===== src/rtl/point_table_cfg.svh =====
`ifndef POINT_TABLE_CFG_SVH
`define POINT_TABLE_CFG_SVH
// register offsets (byte addresses on the plain port)
`define REG_CTRL          8'h00
`define REG_JOG_SPEED     8'h04
`define REG_JOG_ACCEL     8'h08
`define REG_JOG_DECEL     8'h0C
`define REG_HALT_DECEL    8'h10
`define REG_INDEX_DECEL   8'h14
`define REG_LIMIT_A       8'h18
`define REG_LIMIT_B       8'h1C
`define REG_POINT_BASE    8'h20
`define REG_POINT_CTRL    8'h24
`define REG_ACT_POS       8'h28
`define REG_TARGET_POS    8'h2C
`define REG_STATUS        8'h30
`define REG_WARN_NUM      8'h34
`define REG_CMD_POS       8'h38
// control register fields
`define CTRL_LEVEL_BIT    0
`define CTRL_PT0_EN_BIT   1
`define CTRL_SOFTLIM_BIT  2
`define CTRL_PT_MODE_BIT  3
// point table entry: bits 31:2 signed target position, mode in [1:0]
`define PT_MODE_ABS       2'b00
// reset values
`define RST_INDEX_DECEL   32'h0000_0064
`define RST_LIMIT         32'h7735_9400
`define RST_JOG_SPEED     32'h0000_0010
`define RST_JOG_ACCEL     32'h0000_0001
`define RST_JOG_DECEL     32'h0000_0001
`define RST_HALT_DECEL    32'h0000_0004
`define RST_CTRL          32'h0000_0008
// warning numbers
`define WARN_NONE         8'h00
`define WARN_SOFT_FWD     8'hD7
`define WARN_SOFT_REV     8'hD8
// timing: motion update tick period
`define TICK_US           1
`define CLK_MHZ           20
`define TICK_CYCLES       (`TICK_US * `CLK_MHZ)
`endif


===== src/rtl/point_table_pkg.sv =====
`default_nettype none
package point_table_pkg;
	// motion state of the axis
	typedef enum logic [2:0] {
		MOT_IDLE,
		MOT_POINT,
		MOT_JOG,
		MOT_HALT,
		MOT_LIMIT
	} motion_t;
	// entry attribute
	typedef logic [1:0] pt_mode_t;
endpackage
`default_nettype wire


===== src/rtl/point_table_trigger.sv =====
// Added by the designer: the placing of the registers and the address-and-strobe port.
`include "point_table_cfg.svh"
`default_nettype none
module point_table_trigger
	import point_table_pkg::*;
#(
	parameter int POINTS = 32,
	parameter int SEL_W  = 5
) (
	// clock and reset
	input  wire logic                 clk_sys,
	input  wire logic                 rst_b,
	// register port
	input  wire logic [7:0]           reg_addr,
	input  wire logic [31:0]          reg_wdata,
	input  wire logic                 reg_wr,
	input  wire logic                 reg_rd,
	output logic      [31:0]          reg_rdata,
	// digital inputs from the controller
	input  wire logic [SEL_W-1:0]     point_select,
	input  wire logic                 point_trigger_n,
	input  wire logic                 jog_forward_n,
	input  wire logic                 jog_reverse_n,
	input  wire logic                 halt_n,
	input  wire logic                 forward_overtravel,
	input  wire logic                 reverse_overtravel,
	// position feedback
	input  wire logic signed [31:0]   actual_position_monitor,
	// outputs
	output logic                      soft_limit_output,
	output logic      [2:0]           in_place_code,
	output logic                      motion_busy,
	output logic signed [31:0]        position_command
);
	import point_table_pkg::*;

	localparam int TICK_N = `TICK_CYCLES;

	// input synchronisers, bit order: sel, trig, jf, jr, halt, pot, not
	localparam int IN_W = SEL_W + 6;
	logic [IN_W-1:0] in_meta_q;        // first stage
	logic [IN_W-1:0] in_sync_q;        // second stage
	logic            trig_prev_q;      // trigger history for edge
	logic [SEL_W-1:0] sel_s;
	logic            trig_s, jf_s, jr_s, halt_s, pot_s, not_s;

	// settings
	logic [31:0]        ctrl_q;
	logic [31:0]        jog_speed_setting, jog_accel_setting, jog_decel_setting;
	logic [31:0]        halt_decel_setting, index_decel_time;
	logic signed [31:0] limit_position_a, limit_position_b;
	logic               soft_limit_enable_bit; // latched once after reset
	logic               soft_en_taken_q;
	logic [31:0]        point_mem [POINTS];    // per point target and mode
	logic [4:0]         pt_widx;               // point written via port

	// motion state
	motion_t            state_q;
	logic signed [31:0] speed_q;               // signed pulses per tick
	logic signed [31:0] target_q;
	logic [SEL_W-1:0]   cur_point_q;
	logic               jog_dir_q;             // 1 = forward
	logic [7:0]         warn_q;
	logic [1:0]         ot_block_q;            // [1]=forward block, [0]=reverse
	logic [$clog2(TICK_N+1)-1:0] tick_cnt_q;
	logic               tick;

	// synchroniser chain
	always_ff @(posedge clk_sys or negedge rst_b) begin
		if (!rst_b) begin
			in_meta_q   <= '1;
			in_sync_q   <= '1;
			trig_prev_q <= 1'b1;
		end else begin
			in_meta_q   <= {point_select, point_trigger_n, jog_forward_n,
				jog_reverse_n, halt_n, ~forward_overtravel, ~reverse_overtravel};
			in_sync_q   <= in_meta_q;
			trig_prev_q <= trig_s;
		end
	end

	// decode synced inputs
	always_comb begin
		sel_s  = in_sync_q[IN_W-1 -: SEL_W];
		trig_s = in_sync_q[5];
		jf_s   = ~in_sync_q[4];
		jr_s   = ~in_sync_q[3];
		halt_s = ~in_sync_q[2];
		pot_s  = ~in_sync_q[1];
		not_s  = ~in_sync_q[0];
	end

	// motion update tick divider
	always_ff @(posedge clk_sys or negedge rst_b) begin
		if (!rst_b) begin
			tick_cnt_q <= '0;
			tick       <= 1'b0;
		end else if (tick_cnt_q == ($bits(tick_cnt_q))'(TICK_N - 1)) begin
			tick_cnt_q <= '0;
			tick       <= 1'b1;
		end else begin
			tick_cnt_q <= tick_cnt_q + 1'b1;
			tick       <= 1'b0;
		end
	end

	// settings registers; limits act at once, index decel time is only stored and read back
	always_ff @(posedge clk_sys or negedge rst_b) begin
		if (!rst_b) begin
			ctrl_q             <= `RST_CTRL;
			jog_speed_setting  <= `RST_JOG_SPEED;
			jog_accel_setting  <= `RST_JOG_ACCEL;
			jog_decel_setting  <= `RST_JOG_DECEL;
			halt_decel_setting <= `RST_HALT_DECEL;
			index_decel_time   <= `RST_INDEX_DECEL;
			limit_position_a   <= `RST_LIMIT;
			limit_position_b   <= `RST_LIMIT;
			pt_widx            <= '0;
		end else if (reg_wr) begin
			case (reg_addr)
				`REG_CTRL:        ctrl_q             <= reg_wdata;
				`REG_JOG_SPEED:   jog_speed_setting  <= reg_wdata;
				`REG_JOG_ACCEL:   jog_accel_setting  <= reg_wdata;
				`REG_JOG_DECEL:   jog_decel_setting  <= reg_wdata;
				`REG_HALT_DECEL:  halt_decel_setting <= reg_wdata;
				`REG_INDEX_DECEL: index_decel_time   <= reg_wdata;
				`REG_LIMIT_A:     limit_position_a   <= reg_wdata;
				`REG_LIMIT_B:     limit_position_b   <= reg_wdata;
				`REG_POINT_BASE:  pt_widx            <= reg_wdata[4:0];
				default: begin
				end
			endcase
		end
	end

	// point table storage
	always_ff @(posedge clk_sys) begin
		if (reg_wr && reg_addr == `REG_POINT_CTRL) begin
			point_mem[pt_widx] <= reg_wdata;
		end
	end

	// soft limit enable caught once after reset release
	always_ff @(posedge clk_sys or negedge rst_b) begin
		if (!rst_b) begin
			soft_limit_enable_bit <= 1'b0;
			soft_en_taken_q       <= 1'b0;
		end else if (!soft_en_taken_q) begin
			soft_limit_enable_bit <= (reg_wr && reg_addr == `REG_CTRL)
				? reg_wdata[`CTRL_SOFTLIM_BIT] : ctrl_q[`CTRL_SOFTLIM_BIT];
			soft_en_taken_q       <= reg_wr && reg_addr == `REG_CTRL;
		end
	end

	// range with swap when first below second
	logic signed [31:0] lim_hi, lim_lo;
	logic               above_range, below_range;
	always_comb begin
		if (limit_position_a < limit_position_b) begin
			lim_hi = limit_position_b;
			lim_lo = limit_position_a;
		end else begin
			lim_hi = limit_position_a;
			lim_lo = limit_position_b;
		end
		above_range = soft_limit_enable_bit && (actual_position_monitor > lim_hi);
		below_range = soft_limit_enable_bit && (actual_position_monitor < lim_lo);
	end

	// trigger decode
	logic        pt_mode;
	logic        level_mode;
	logic        trig_fall;
	logic [31:0] sel_entry;
	logic        point_ok;
	logic        start_point, start_jog;
	logic        jog_fwd_req;
	logic signed [31:0] pt_target, next_pos; // entry target, command after this tick
	always_comb begin
		pt_mode     = ctrl_q[`CTRL_PT_MODE_BIT];
		level_mode  = ctrl_q[`CTRL_LEVEL_BIT];
		trig_fall   = trig_prev_q && !trig_s;
		sel_entry   = point_mem[sel_s];
		pt_target   = {{2{sel_entry[31]}}, sel_entry[31:2]};
		next_pos    = position_command + speed_q;
		// point 0 gated by its enable
		point_ok    = (sel_s != '0) || ctrl_q[`CTRL_PT0_EN_BIT];
		// level mode: only absolute entries
		if (level_mode) begin
			start_point = !trig_s && point_ok
				&& sel_entry[1:0] == `PT_MODE_ABS;
		end else begin
			start_point = trig_fall && point_ok;
		end
		// forward jog takes priority when both pressed
		jog_fwd_req = jf_s;
		start_jog   = (jf_s || jr_s) && (!level_mode || trig_s);
	end

	// main motion sequencer
	always_ff @(posedge clk_sys or negedge rst_b) begin
		if (!rst_b) begin
			state_q     <= MOT_IDLE;
			speed_q     <= '0;
			target_q    <= '0;
			cur_point_q <= '0;
			jog_dir_q   <= 1'b0;
			warn_q      <= `WARN_NONE;
			ot_block_q  <= 2'b00;
		end else if (pt_mode && halt_s && state_q != MOT_IDLE
				&& state_q != MOT_HALT) begin
			state_q <= MOT_HALT;
		end else begin
			case (state_q)
				MOT_IDLE: begin
					// soft range check; motor stays energised
					if (above_range) begin
						warn_q <= `WARN_SOFT_FWD;
					end else if (below_range) begin
						warn_q <= `WARN_SOFT_REV;
					end
					if (pt_mode && start_point) begin
						// command away from the blocked side releases limit
						if ((pt_target < position_command
								|| (!ot_block_q[1] && warn_q != `WARN_SOFT_FWD))
								&& (pt_target > position_command
								|| (!ot_block_q[0] && warn_q != `WARN_SOFT_REV))) begin
							state_q     <= MOT_POINT;
							target_q    <= pt_target;
							cur_point_q <= sel_s;
							warn_q      <= `WARN_NONE;
							ot_block_q  <= 2'b00;
						end
					end else if (pt_mode && start_jog) begin
						// jog away from a limit stays allowed
						if (jog_fwd_req ? !ot_block_q[1] : !ot_block_q[0]) begin
							state_q    <= MOT_JOG;
							jog_dir_q  <= jog_fwd_req;
							warn_q     <= `WARN_NONE;
							ot_block_q <= 2'b00;
						end
					end
				end
				MOT_POINT: begin
					// overtravel aborts, target follows command
					if ((pot_s && speed_q > 0) || (not_s && speed_q < 0)) begin
						state_q    <= MOT_LIMIT;
						ot_block_q <= {pot_s, not_s};
						target_q   <= position_command;
					end else if (above_range || below_range) begin
						state_q <= MOT_LIMIT;
						warn_q  <= above_range ? `WARN_SOFT_FWD : `WARN_SOFT_REV;
					end else if (tick) begin
						if (next_pos == target_q) begin // stop as the last step lands
							state_q <= MOT_IDLE;
							speed_q <= '0;
						end else if (target_q > next_pos) begin
							speed_q <= 32'sd1;
						end else begin
							speed_q <= -32'sd1;
						end
					end
				end
				MOT_JOG: begin
					// trapezoid: accel to speed, decel on release
					if ((jog_dir_q && pot_s) || (!jog_dir_q && not_s)) begin
						state_q    <= MOT_LIMIT;
						ot_block_q <= {pot_s, not_s};
					end else if (above_range || below_range) begin
						state_q <= MOT_LIMIT;
						warn_q  <= above_range ? `WARN_SOFT_FWD : `WARN_SOFT_REV;
					end else if (tick) begin
						if (jog_dir_q ? jf_s : jr_s) begin
							if ((speed_q < 0 ? -speed_q : speed_q)
									< $signed(jog_speed_setting)) begin
								speed_q <= jog_dir_q ? speed_q + $signed(jog_accel_setting)
									: speed_q - $signed(jog_accel_setting);
							end
						end else if ((speed_q < 0 ? -speed_q : speed_q)
								<= $signed(jog_decel_setting)) begin
							speed_q <= '0;
							state_q <= MOT_IDLE;
						end else begin
							speed_q <= jog_dir_q ? speed_q - $signed(jog_decel_setting)
								: speed_q + $signed(jog_decel_setting);
						end
					end
				end
				MOT_HALT: begin
					// ramp to zero with halt decel
					if (tick) begin
						if ((speed_q < 0 ? -speed_q : speed_q)
								<= $signed(halt_decel_setting)) begin
							// speed and point cleared, target set to command, no resume
							speed_q     <= '0;
							state_q     <= MOT_IDLE;
							cur_point_q <= '0;
							target_q    <= position_command;
						end else begin
							speed_q <= (speed_q > 0) ? speed_q - $signed(halt_decel_setting)
								: speed_q + $signed(halt_decel_setting);
						end
					end
				end
				MOT_LIMIT: begin
					// stopped at a limit, wait for a fresh command
					speed_q     <= '0;
					cur_point_q <= '0;
					state_q     <= MOT_IDLE;
				end
				default: state_q <= MOT_IDLE;
			endcase
		end
	end

	// position integrator
	always_ff @(posedge clk_sys or negedge rst_b) begin
		if (!rst_b) begin
			position_command <= '0;
		end else if (tick) begin
			position_command <= position_command + speed_q;
		end
	end

	// outputs from flops
	always_ff @(posedge clk_sys or negedge rst_b) begin
		if (!rst_b) begin
			soft_limit_output <= 1'b0;
			in_place_code     <= 3'b000;
			motion_busy       <= 1'b0;
		end else begin
			soft_limit_output <= warn_q != `WARN_NONE;
			in_place_code     <= (state_q == MOT_IDLE && cur_point_q != '0
				&& cur_point_q < 5'd8 && position_command == target_q)
				? cur_point_q[2:0] : 3'b000;
			motion_busy       <= state_q != MOT_IDLE;
		end
	end

	// register read, data one cycle later
	always_ff @(posedge clk_sys or negedge rst_b) begin
		if (!rst_b) begin
			reg_rdata <= '0;
		end else if (reg_rd) begin
			case (reg_addr)
				`REG_CTRL:        reg_rdata <= ctrl_q;
				`REG_JOG_SPEED:   reg_rdata <= jog_speed_setting;
				`REG_JOG_ACCEL:   reg_rdata <= jog_accel_setting;
				`REG_JOG_DECEL:   reg_rdata <= jog_decel_setting;
				`REG_HALT_DECEL:  reg_rdata <= halt_decel_setting;
				`REG_INDEX_DECEL: reg_rdata <= index_decel_time;
				`REG_LIMIT_A:     reg_rdata <= limit_position_a;
				`REG_LIMIT_B:     reg_rdata <= limit_position_b;
				`REG_ACT_POS:     reg_rdata <= actual_position_monitor;
				`REG_TARGET_POS:  reg_rdata <= (state_q == MOT_POINT) ? target_q
					: position_command;
				`REG_STATUS:      reg_rdata <= {24'h0000_00, 1'b0, state_q, ot_block_q,
					soft_limit_enable_bit, 1'b0} ;
				`REG_WARN_NUM:    reg_rdata <= {24'h0000_00, warn_q};
				`REG_CMD_POS:     reg_rdata <= position_command;
				default:          reg_rdata <= '0;
			endcase
		end else begin
			reg_rdata <= '0;
		end
	end
endmodule
`default_nettype wire


===== config.mk =====
export PLATFORM = sky130hd
export DESIGN_NAME = point_table_trigger
export DESIGN_NICKNAME = d
export VERILOG_FILES = /design/src/rtl/point_table_pkg.sv /design/src/rtl/point_table_trigger.sv
export VERILOG_INCLUDE_DIRS = /design/src /design/src/rtl
export SDC_FILE = /design/constraint.sdc
export NUM_CORES = 2
export LEC_CHECK = 0
export BUFFER_PORTS_ARGS = -buffer_cell sky130_fd_sc_hd__buf_2
export CORE_MARGIN = 8
export CORE_UTILIZATION = 40
export CTS_BUF_LIST = sky130_fd_sc_hd__clkbuf_4 sky130_fd_sc_hd__clkbuf_8
export DETAILED_ROUTE_END_ITERATION = 12
export PLACE_DENSITY = 0.61
export SLEW_MARGIN = 20
export SYNTH_ARGS = -nofsm -noshare
export SYNTH_HDL_FRONTEND = slang
export SYNTH_SLANG_ARGS = --single-unit

===== constraint.sdc =====
create_clock -name clk_sys -period 5.34 [get_ports clk_sys]
set_input_delay 0.534 -clock clk_sys [delete_from_list [all_inputs] [get_ports clk_sys]]
set_output_delay 0.534 -clock clk_sys [all_outputs]
set_load 0.01 [all_outputs]

## After elaboration in Yosys (flattened, before gate mapping)

Memories as Yosys holds them, arrays and structs flattened.
Cells that the tools add are included.

- Add/sub/neg operators: 9
- Order comparisons: 12
- Equal/unequal tests: 50
- Muxes and demuxes: 79
- Bitwise operators: 9
- Reduce and logical (&&, ||, !) cells: 64

Operators with widths:

| operator | number |
|---|---|
| $mux 32 | 26 |
| $pmux 32 s13 | 1 |
| $add 32x32->32 | 4 |
| $pmux 32 s4 | 1 |
| $lt 32x32->1 | 3 |
| $pmux 32 s3 | 1 |
| $sub 32x32->32 | 3 |
| $mux 8 | 9 |
| $eq 32x32->1 | 2 |
| $gt 32x32->1 | 2 |
| $le 32x32->1 | 2 |
| $eq 8x6->1 const B | 7 |
| $mux 3 | 17 |
| $eq 8x5->1 const B | 4 |
| $gt 30x32->1 | 1 |
| $gt 32x1->1 const B | 1 |
| $lt 30x32->1 | 1 |
| $lt 32x1->1 const B | 1 |
| $neg 32->32 | 1 |
| $mux 5 | 5 |
| $ne 5x5->1 const B | 5 |
| $logic_and 1x1->1 | 24 |
| $ne 2x2->1 const B | 12 |
| $pmux 8 s3 | 1 |
| other kinds (34) | 89 |

- Flip-flop bits (word level): 444
- Bits in writable memories: 1,024
- Input bits: 87
- Output and inout port bits: 69
- Word-level logic and storage cells: 252
- Memories kept: 1

Memories:

| memory | depth | bits a word | read ports | clocked after Yosys merged registers in | write ports | RTL line | source |
|---|---|---|---|---|---|---|---|
| point_mem | 32 | 32 | 1 | 0 | 1 | point_table_trigger.sv:54 | `logic [31:0] point_mem [POINTS];` |

## Longest topological paths before layout

- Word-level depth: 10
- Depth in mapped cells: 26
- Gate-level depth less buffers: 24

## Least setup slack after synthesis

No wires, ideal clock.

- Kind: register to register
- Start point: reg in_sync_q[6]
- End point: reg target_q[30]
- Setup time: 0.127 ns
- Arrival: 5.563 ns
- Required time: 5.213 ns
- Path slack: -0.350 ns
- Cell stages (with the launch flop): 22
- Buffers on the path: 6
- Period minus slack after synthesis: 5.690 ns
- Cells stage by stage: dfstp_2 > clkbuf_1 > buf_2 > clkbuf_1 > buf_1 > mux4_2 > mux4_2 > mux2_2 > ha_1 > a211oi_1 > nor2_1 > nor4_1 > o22ai_1 > a221oi_1 > xnor2_1 > or2_2 > o211a_1 > o21a_1 > and3_1 > buf_2 > buf_4 > mux2i_1

- Longest elaborated chain between the ends: 8
- Elaborated cells on any way between the ends: 20
- Classes of those cells: order compare (2); eq/ne (2); mux (4); reduce/logical (11); memory (1)

Ends and longest elaborated chain:

| element | RTL line | source |
|---|---|---|
| from (decl) | point_table_trigger.sv:42 | `logic [IN_W-1:0] in_sync_q;` |
| from (signal assigned) | point_table_trigger.sv:77 | `in_sync_q <= in_meta_q;` |
| branches (longest 8 deep; another with $mem_v2 32x32) | -- |  |
| to (signal assigned) | point_table_trigger.sv:229 | `target_q <= pt_target;` |
| to (signal assigned) | point_table_trigger.sv:249 | `target_q <= position_command;` |
| to (signal assigned) | point_table_trigger.sv:298 | `target_q <= position_command;` |
| to (decl) | point_table_trigger.sv:60 | `logic signed [31:0] target_q;` |

Several ways; the timed one is not identified. The select of a mux whose other input is x is not followed.
A chain may end at the register's enable or synchronous reset.

## Final worst setup path

- Start point: reg in_sync_q[6]
- End point: reg target_q[22]

The elaborated chain is that of the path after synthesis.

==> results.cfg <==
[power]
share_clk_of_total_power_pct = 22.4
power.share.switching_pct = 38.3
cellLeakagePower_uw = 0.0349
design_power_total_uw = 45800
power_report.internal_total_uw = 28300
combinational_fraction_of_design_power_pct = 47.7
seq_power_share_pct = 29.8
total_switching_power_uw = 17600
power_density_nw_per_um2 = 509
worst_ir_drop_vdd_mv = 0.331

[setup_path]
crit_arrival_ns = 6.32
critical_path.n_buffers_inverters = 7
worst_setup_path_end_kind = register
worstPathRequired_ns = 6.18
worstSetupStartpointType = register
rrSetupSlack_ns = -0.14
cp_top_family = multiplexers
cp_num_cells = 20
worst_path_largest_cell_delay_ns = 0.67
critical_path.cell_chain = buf_12, buf_16, buf_4, buf_4, mux4_2, mux4_2, mux2_4, ha_1, nand4_1, buf_4, o31ai_4, a221oi_2, xnor2_2, buf_12, or2_4, o211a_1, o21a_1, and3_4, buf_12, mux2i_1
timing.critical_path.fanout_max = 8
critPathSlowestCell = sky130_fd_sc_hd__dfstp_4
setup.worst_path.class = reg -> reg
worst-r2r-cell-count = 20

[timing]
rsz0062_at_grt = yes
setup_viol = 65
final.min_clock_period_ns = 5.48
achievable-frequency_mhz = 182
post-route-period-util_pct = 103
timing_max_transition_violations_final = 0
postLayoutSetupSlackWorst_ns = -0.143
totalNegativeSetupSlack_ns = -4.87
final.hold.worst_slack_ns = 0.0655
timing_hold_violations_final = 0
timing.max_slew.rel_slack_pct = 6.09
worst_clock_skew_ns = 0.0927
tightestPinTransition_ns = 1.40

[synth]
net_count_synth = 5678
top_cell_type_by_total_area_after_synthesis = sky130_fd_sc_hd__edfxtp_1
synth_warnings = 0
post_synth_main_area_contributors = sky130_fd_sc_hd__edfxtp_1, sky130_fd_sc_hd__dfrtp_1, sky130_fd_sc_hd__mux4_2
synth.cell_area_um2 = 73400
sequential_share_of_the_synthesized_area_pct = 57.1
synth_top_cell_area_share_pct = 41.9
synth.ff_latch_count = 1468
post_synth_inst_count = 5206
synth_enable_flop_cells = 1024
synth.lib_cells_used.distinct = 85
post_synthesis_average_cell_area_um2 = 14.1
synth.top_cells.by_count = sky130_fd_sc_hd__edfxtp_1, sky130_fd_sc_hd__dfrtp_1, sky130_fd_sc_hd__ha_1
synth_ff_type = sky130_fd_sc_hd__edfxtp_1
postSynth.asyncResetShare_pct = 30.2
synthMostInstantiatedCell = sky130_fd_sc_hd__edfxtp_1

[cts]
tritoncts_num_sinks = 1468
clockRootBuffer = sky130_fd_sc_hd__clkbuf_8
clock_latency_ns = 1.00
clkSlewWorstSetupHoldPaths_ns = 0.07
clock_tree.buffer_depth = 3
ctsHtreeMaxLevel = 4
cts_inserted_buffers = 235
tritoncts = built

[global_route]
grt_max_degree = 153
number_of_global_route_vias_before_repair = 51500
grt_pass1_wl_mm = 365
globalRouteOverflowTotal = 0
antenna_violations_before_repair = 22
grt_use_total_pct = 25.2

[floorplanning]
core-area_um2 = 183000
die_h_um = 445
boundaryPins = 156
design.die.area_um2 = 198000
placementRows = 157
die_w_um = 445
effective_utilization_at_floorplan_pct = 40.2

[placed_design]
numPortBuffers = 155
placedInstanceArea_um2 = 82100
post-place-cells = 8157
dp_hpwl_mm = 182
place.gp.congestion = 1.00

[hold_path]
hold_path.class = in -> reg
timing.hold.worst_path_depth = 3

[routing]
route.final.wire_length_mm = 257
drt_iter0_drcs = 5764
drcViolationCount = 0
drtPass1Iterations = 9
route.vias.total = 51500
drt-wirelength-per-cell_um = 29.5
ant_nets = 0
viasPerCell = 5.90

[finish]
post_route_cells_drive_above_1_share_pct = 34.5
num-nets-final = 6604
fin_area_um2 = 90100
syn2layout_area_growth_pct = 22.7
num-fill-cells = 15700
stdcell_count = 8729

[outcome]
status = finished, violations left
failed_checks = negative setup slack

[run]
max_cap_viols = 0
## state kept, by name (all words and copies together) (netlist names), 8 cells and up
| signal | flops |
|---|---|
| position_command | 32 |
| index_decel_time | 32 |
| limit_position_a | 32 |
| in_meta_q | 11 |
| target_q | 32 |
| jog_speed_setting | 32 |
| jog_decel_setting | 32 |
| limit_position_b | 32 |
| halt_decel_setting | 32 |
| reg_rdata | 32 |
| speed_q | 32 |
| jog_accel_setting | 32 |
| ctrl_q | 32 |
| point_mem | 1024 |
| in_sync_q | 11 |
| warn_q | 8 |
## what timing repair did
action | 4_1_cts | 5_1_grt
setup buffers | 83 | 21
hold buffers | 12 | 0
gates resized for setup | 171 | 125
pin swaps | 66 | 51
setup endpoints to repair | 81 | 83
endpoints found under the hold margin | 86 | 0
cloned | 9 | 2
## stage by stage
step / util (%) / setup slack (ns)
global route: 49.3 / -0.317
detailed placement: 45.0 / -1.03
floorplan: - / 0.00178
global placement: 45.0 / -0.941
CTS: 48.8 / -0.0539
finish: 49.3 / -0.143
## cell families (layout without fill, tap and decap cells)
| group | after synthesis | count (layout) | share of synthesized area [%] |
|---|---|---|---|
| AOI/OAI and AO/OA | 969 | 969 | 8.87 |
| xor gates and xnor gates | 263 | 263 | 3.14 |
| adders and majority gates | 385 | 385 | 6.60 |
| buffers and inverters | 462 | 1583 | 2.40 |
| DFF | 1468 | 1468 | 57.1 |
| muxes | 742 | 742 | 15.8 |
| other | 0 | 17 | 0 |
| and+or+nand+nor | 917 | 917 | 6.14 |
## power by group through the flow
stage | combinational [µW] | clock, µW | sequential, µW
global placement | 18800 | 0 | 13800
global route | 23500 | 11000 | 13700
floorplan | 11100 | 0 | 13700
CTS | 20700 | 10500 | 13600
detailed placement | 19000 | 0 | 13800
finish | 21900 | 10300 | 13700
## final timing paths
kind                                            start       endpoint
setup reg to reg                         in_sync_q[6]   target_q[22]
setup / recovery                         in_sync_q[6]   target_q[22]
hold / removal             actual_position_monitor[4]   reg_rdata[4]
min in group asynchronous                       rst_b     speed_q[4]
hold reg to reg                          in_meta_q[1]   in_sync_q[1]
max in group asynchronous                       rst_b  reg_rdata[11]
## worst register-to-register path, stage by stage (launching register included)
cell and delay [ns]:
sky130_fd_sc_hd__dfstp_4 0.67, sky130_fd_sc_hd__buf_12 0.15, sky130_fd_sc_hd__buf_16 0.17, sky130_fd_sc_hd__buf_4 0.15, sky130_fd_sc_hd__buf_4 0.17, sky130_fd_sc_hd__mux4_2 0.52, sky130_fd_sc_hd__mux4_2 0.52, sky130_fd_sc_hd__mux2_4 0.32
sky130_fd_sc_hd__ha_1 0.31, sky130_fd_sc_hd__nand4_1 0.16, sky130_fd_sc_hd__buf_4 0.19, sky130_fd_sc_hd__o31ai_4 0.27, sky130_fd_sc_hd__a221oi_2 0.12, sky130_fd_sc_hd__xnor2_2 0.31, sky130_fd_sc_hd__buf_12 0.15, sky130_fd_sc_hd__or2_4 0.10
sky130_fd_sc_hd__o211a_1 0.18, sky130_fd_sc_hd__o21a_1 0.20, sky130_fd_sc_hd__and3_4 0.33, sky130_fd_sc_hd__buf_12 0.17, sky130_fd_sc_hd__mux2i_1 0.19
## layout by cell type (no fill, tap or decap), types with 214 or more instances in the layout
cell and count:
sky130_fd_sc_hd__ha_1 359, sky130_fd_sc_hd__buf_4 605, sky130_fd_sc_hd__a21oi_1 244, sky130_fd_sc_hd__clkbuf_8 258, sky130_fd_sc_hd__mux4_2 301, sky130_fd_sc_hd__nor2_1 214, sky130_fd_sc_hd__dfrtp_1 380, sky130_fd_sc_hd__mux2_2 275
sky130_fd_sc_hd__edfxtp_1 1024, sky130_fd_sc_hd__inv_1 253
## routing by layer
layer  vias up  global-route usage (%)  wire length [µm]  share of wire, %
met2      2332                    41.2            121000                47
met5         -                       0                64             0.025
met4        10                    13.2             16200               6.3
met1     26400                    32.5            102000                40
li1      22300                       -                 -                 -
met3       558                    4.00             18000               7.0
## cell type report
class                   count  area [µm²]  area share [%]
repair buffers            893        7770            8.62
multi-input cells        3276       31300            34.8
diodes                     17        42.5          0.0472
inverters                 258         973            1.08
well taps                2385        2980            3.31
clock inverters            93         902            1.00
flip-flops and latches   1468       42000            46.6
clock buffers             339        4160            4.61
No activity file was read; power rests on OpenSTA's default activity.
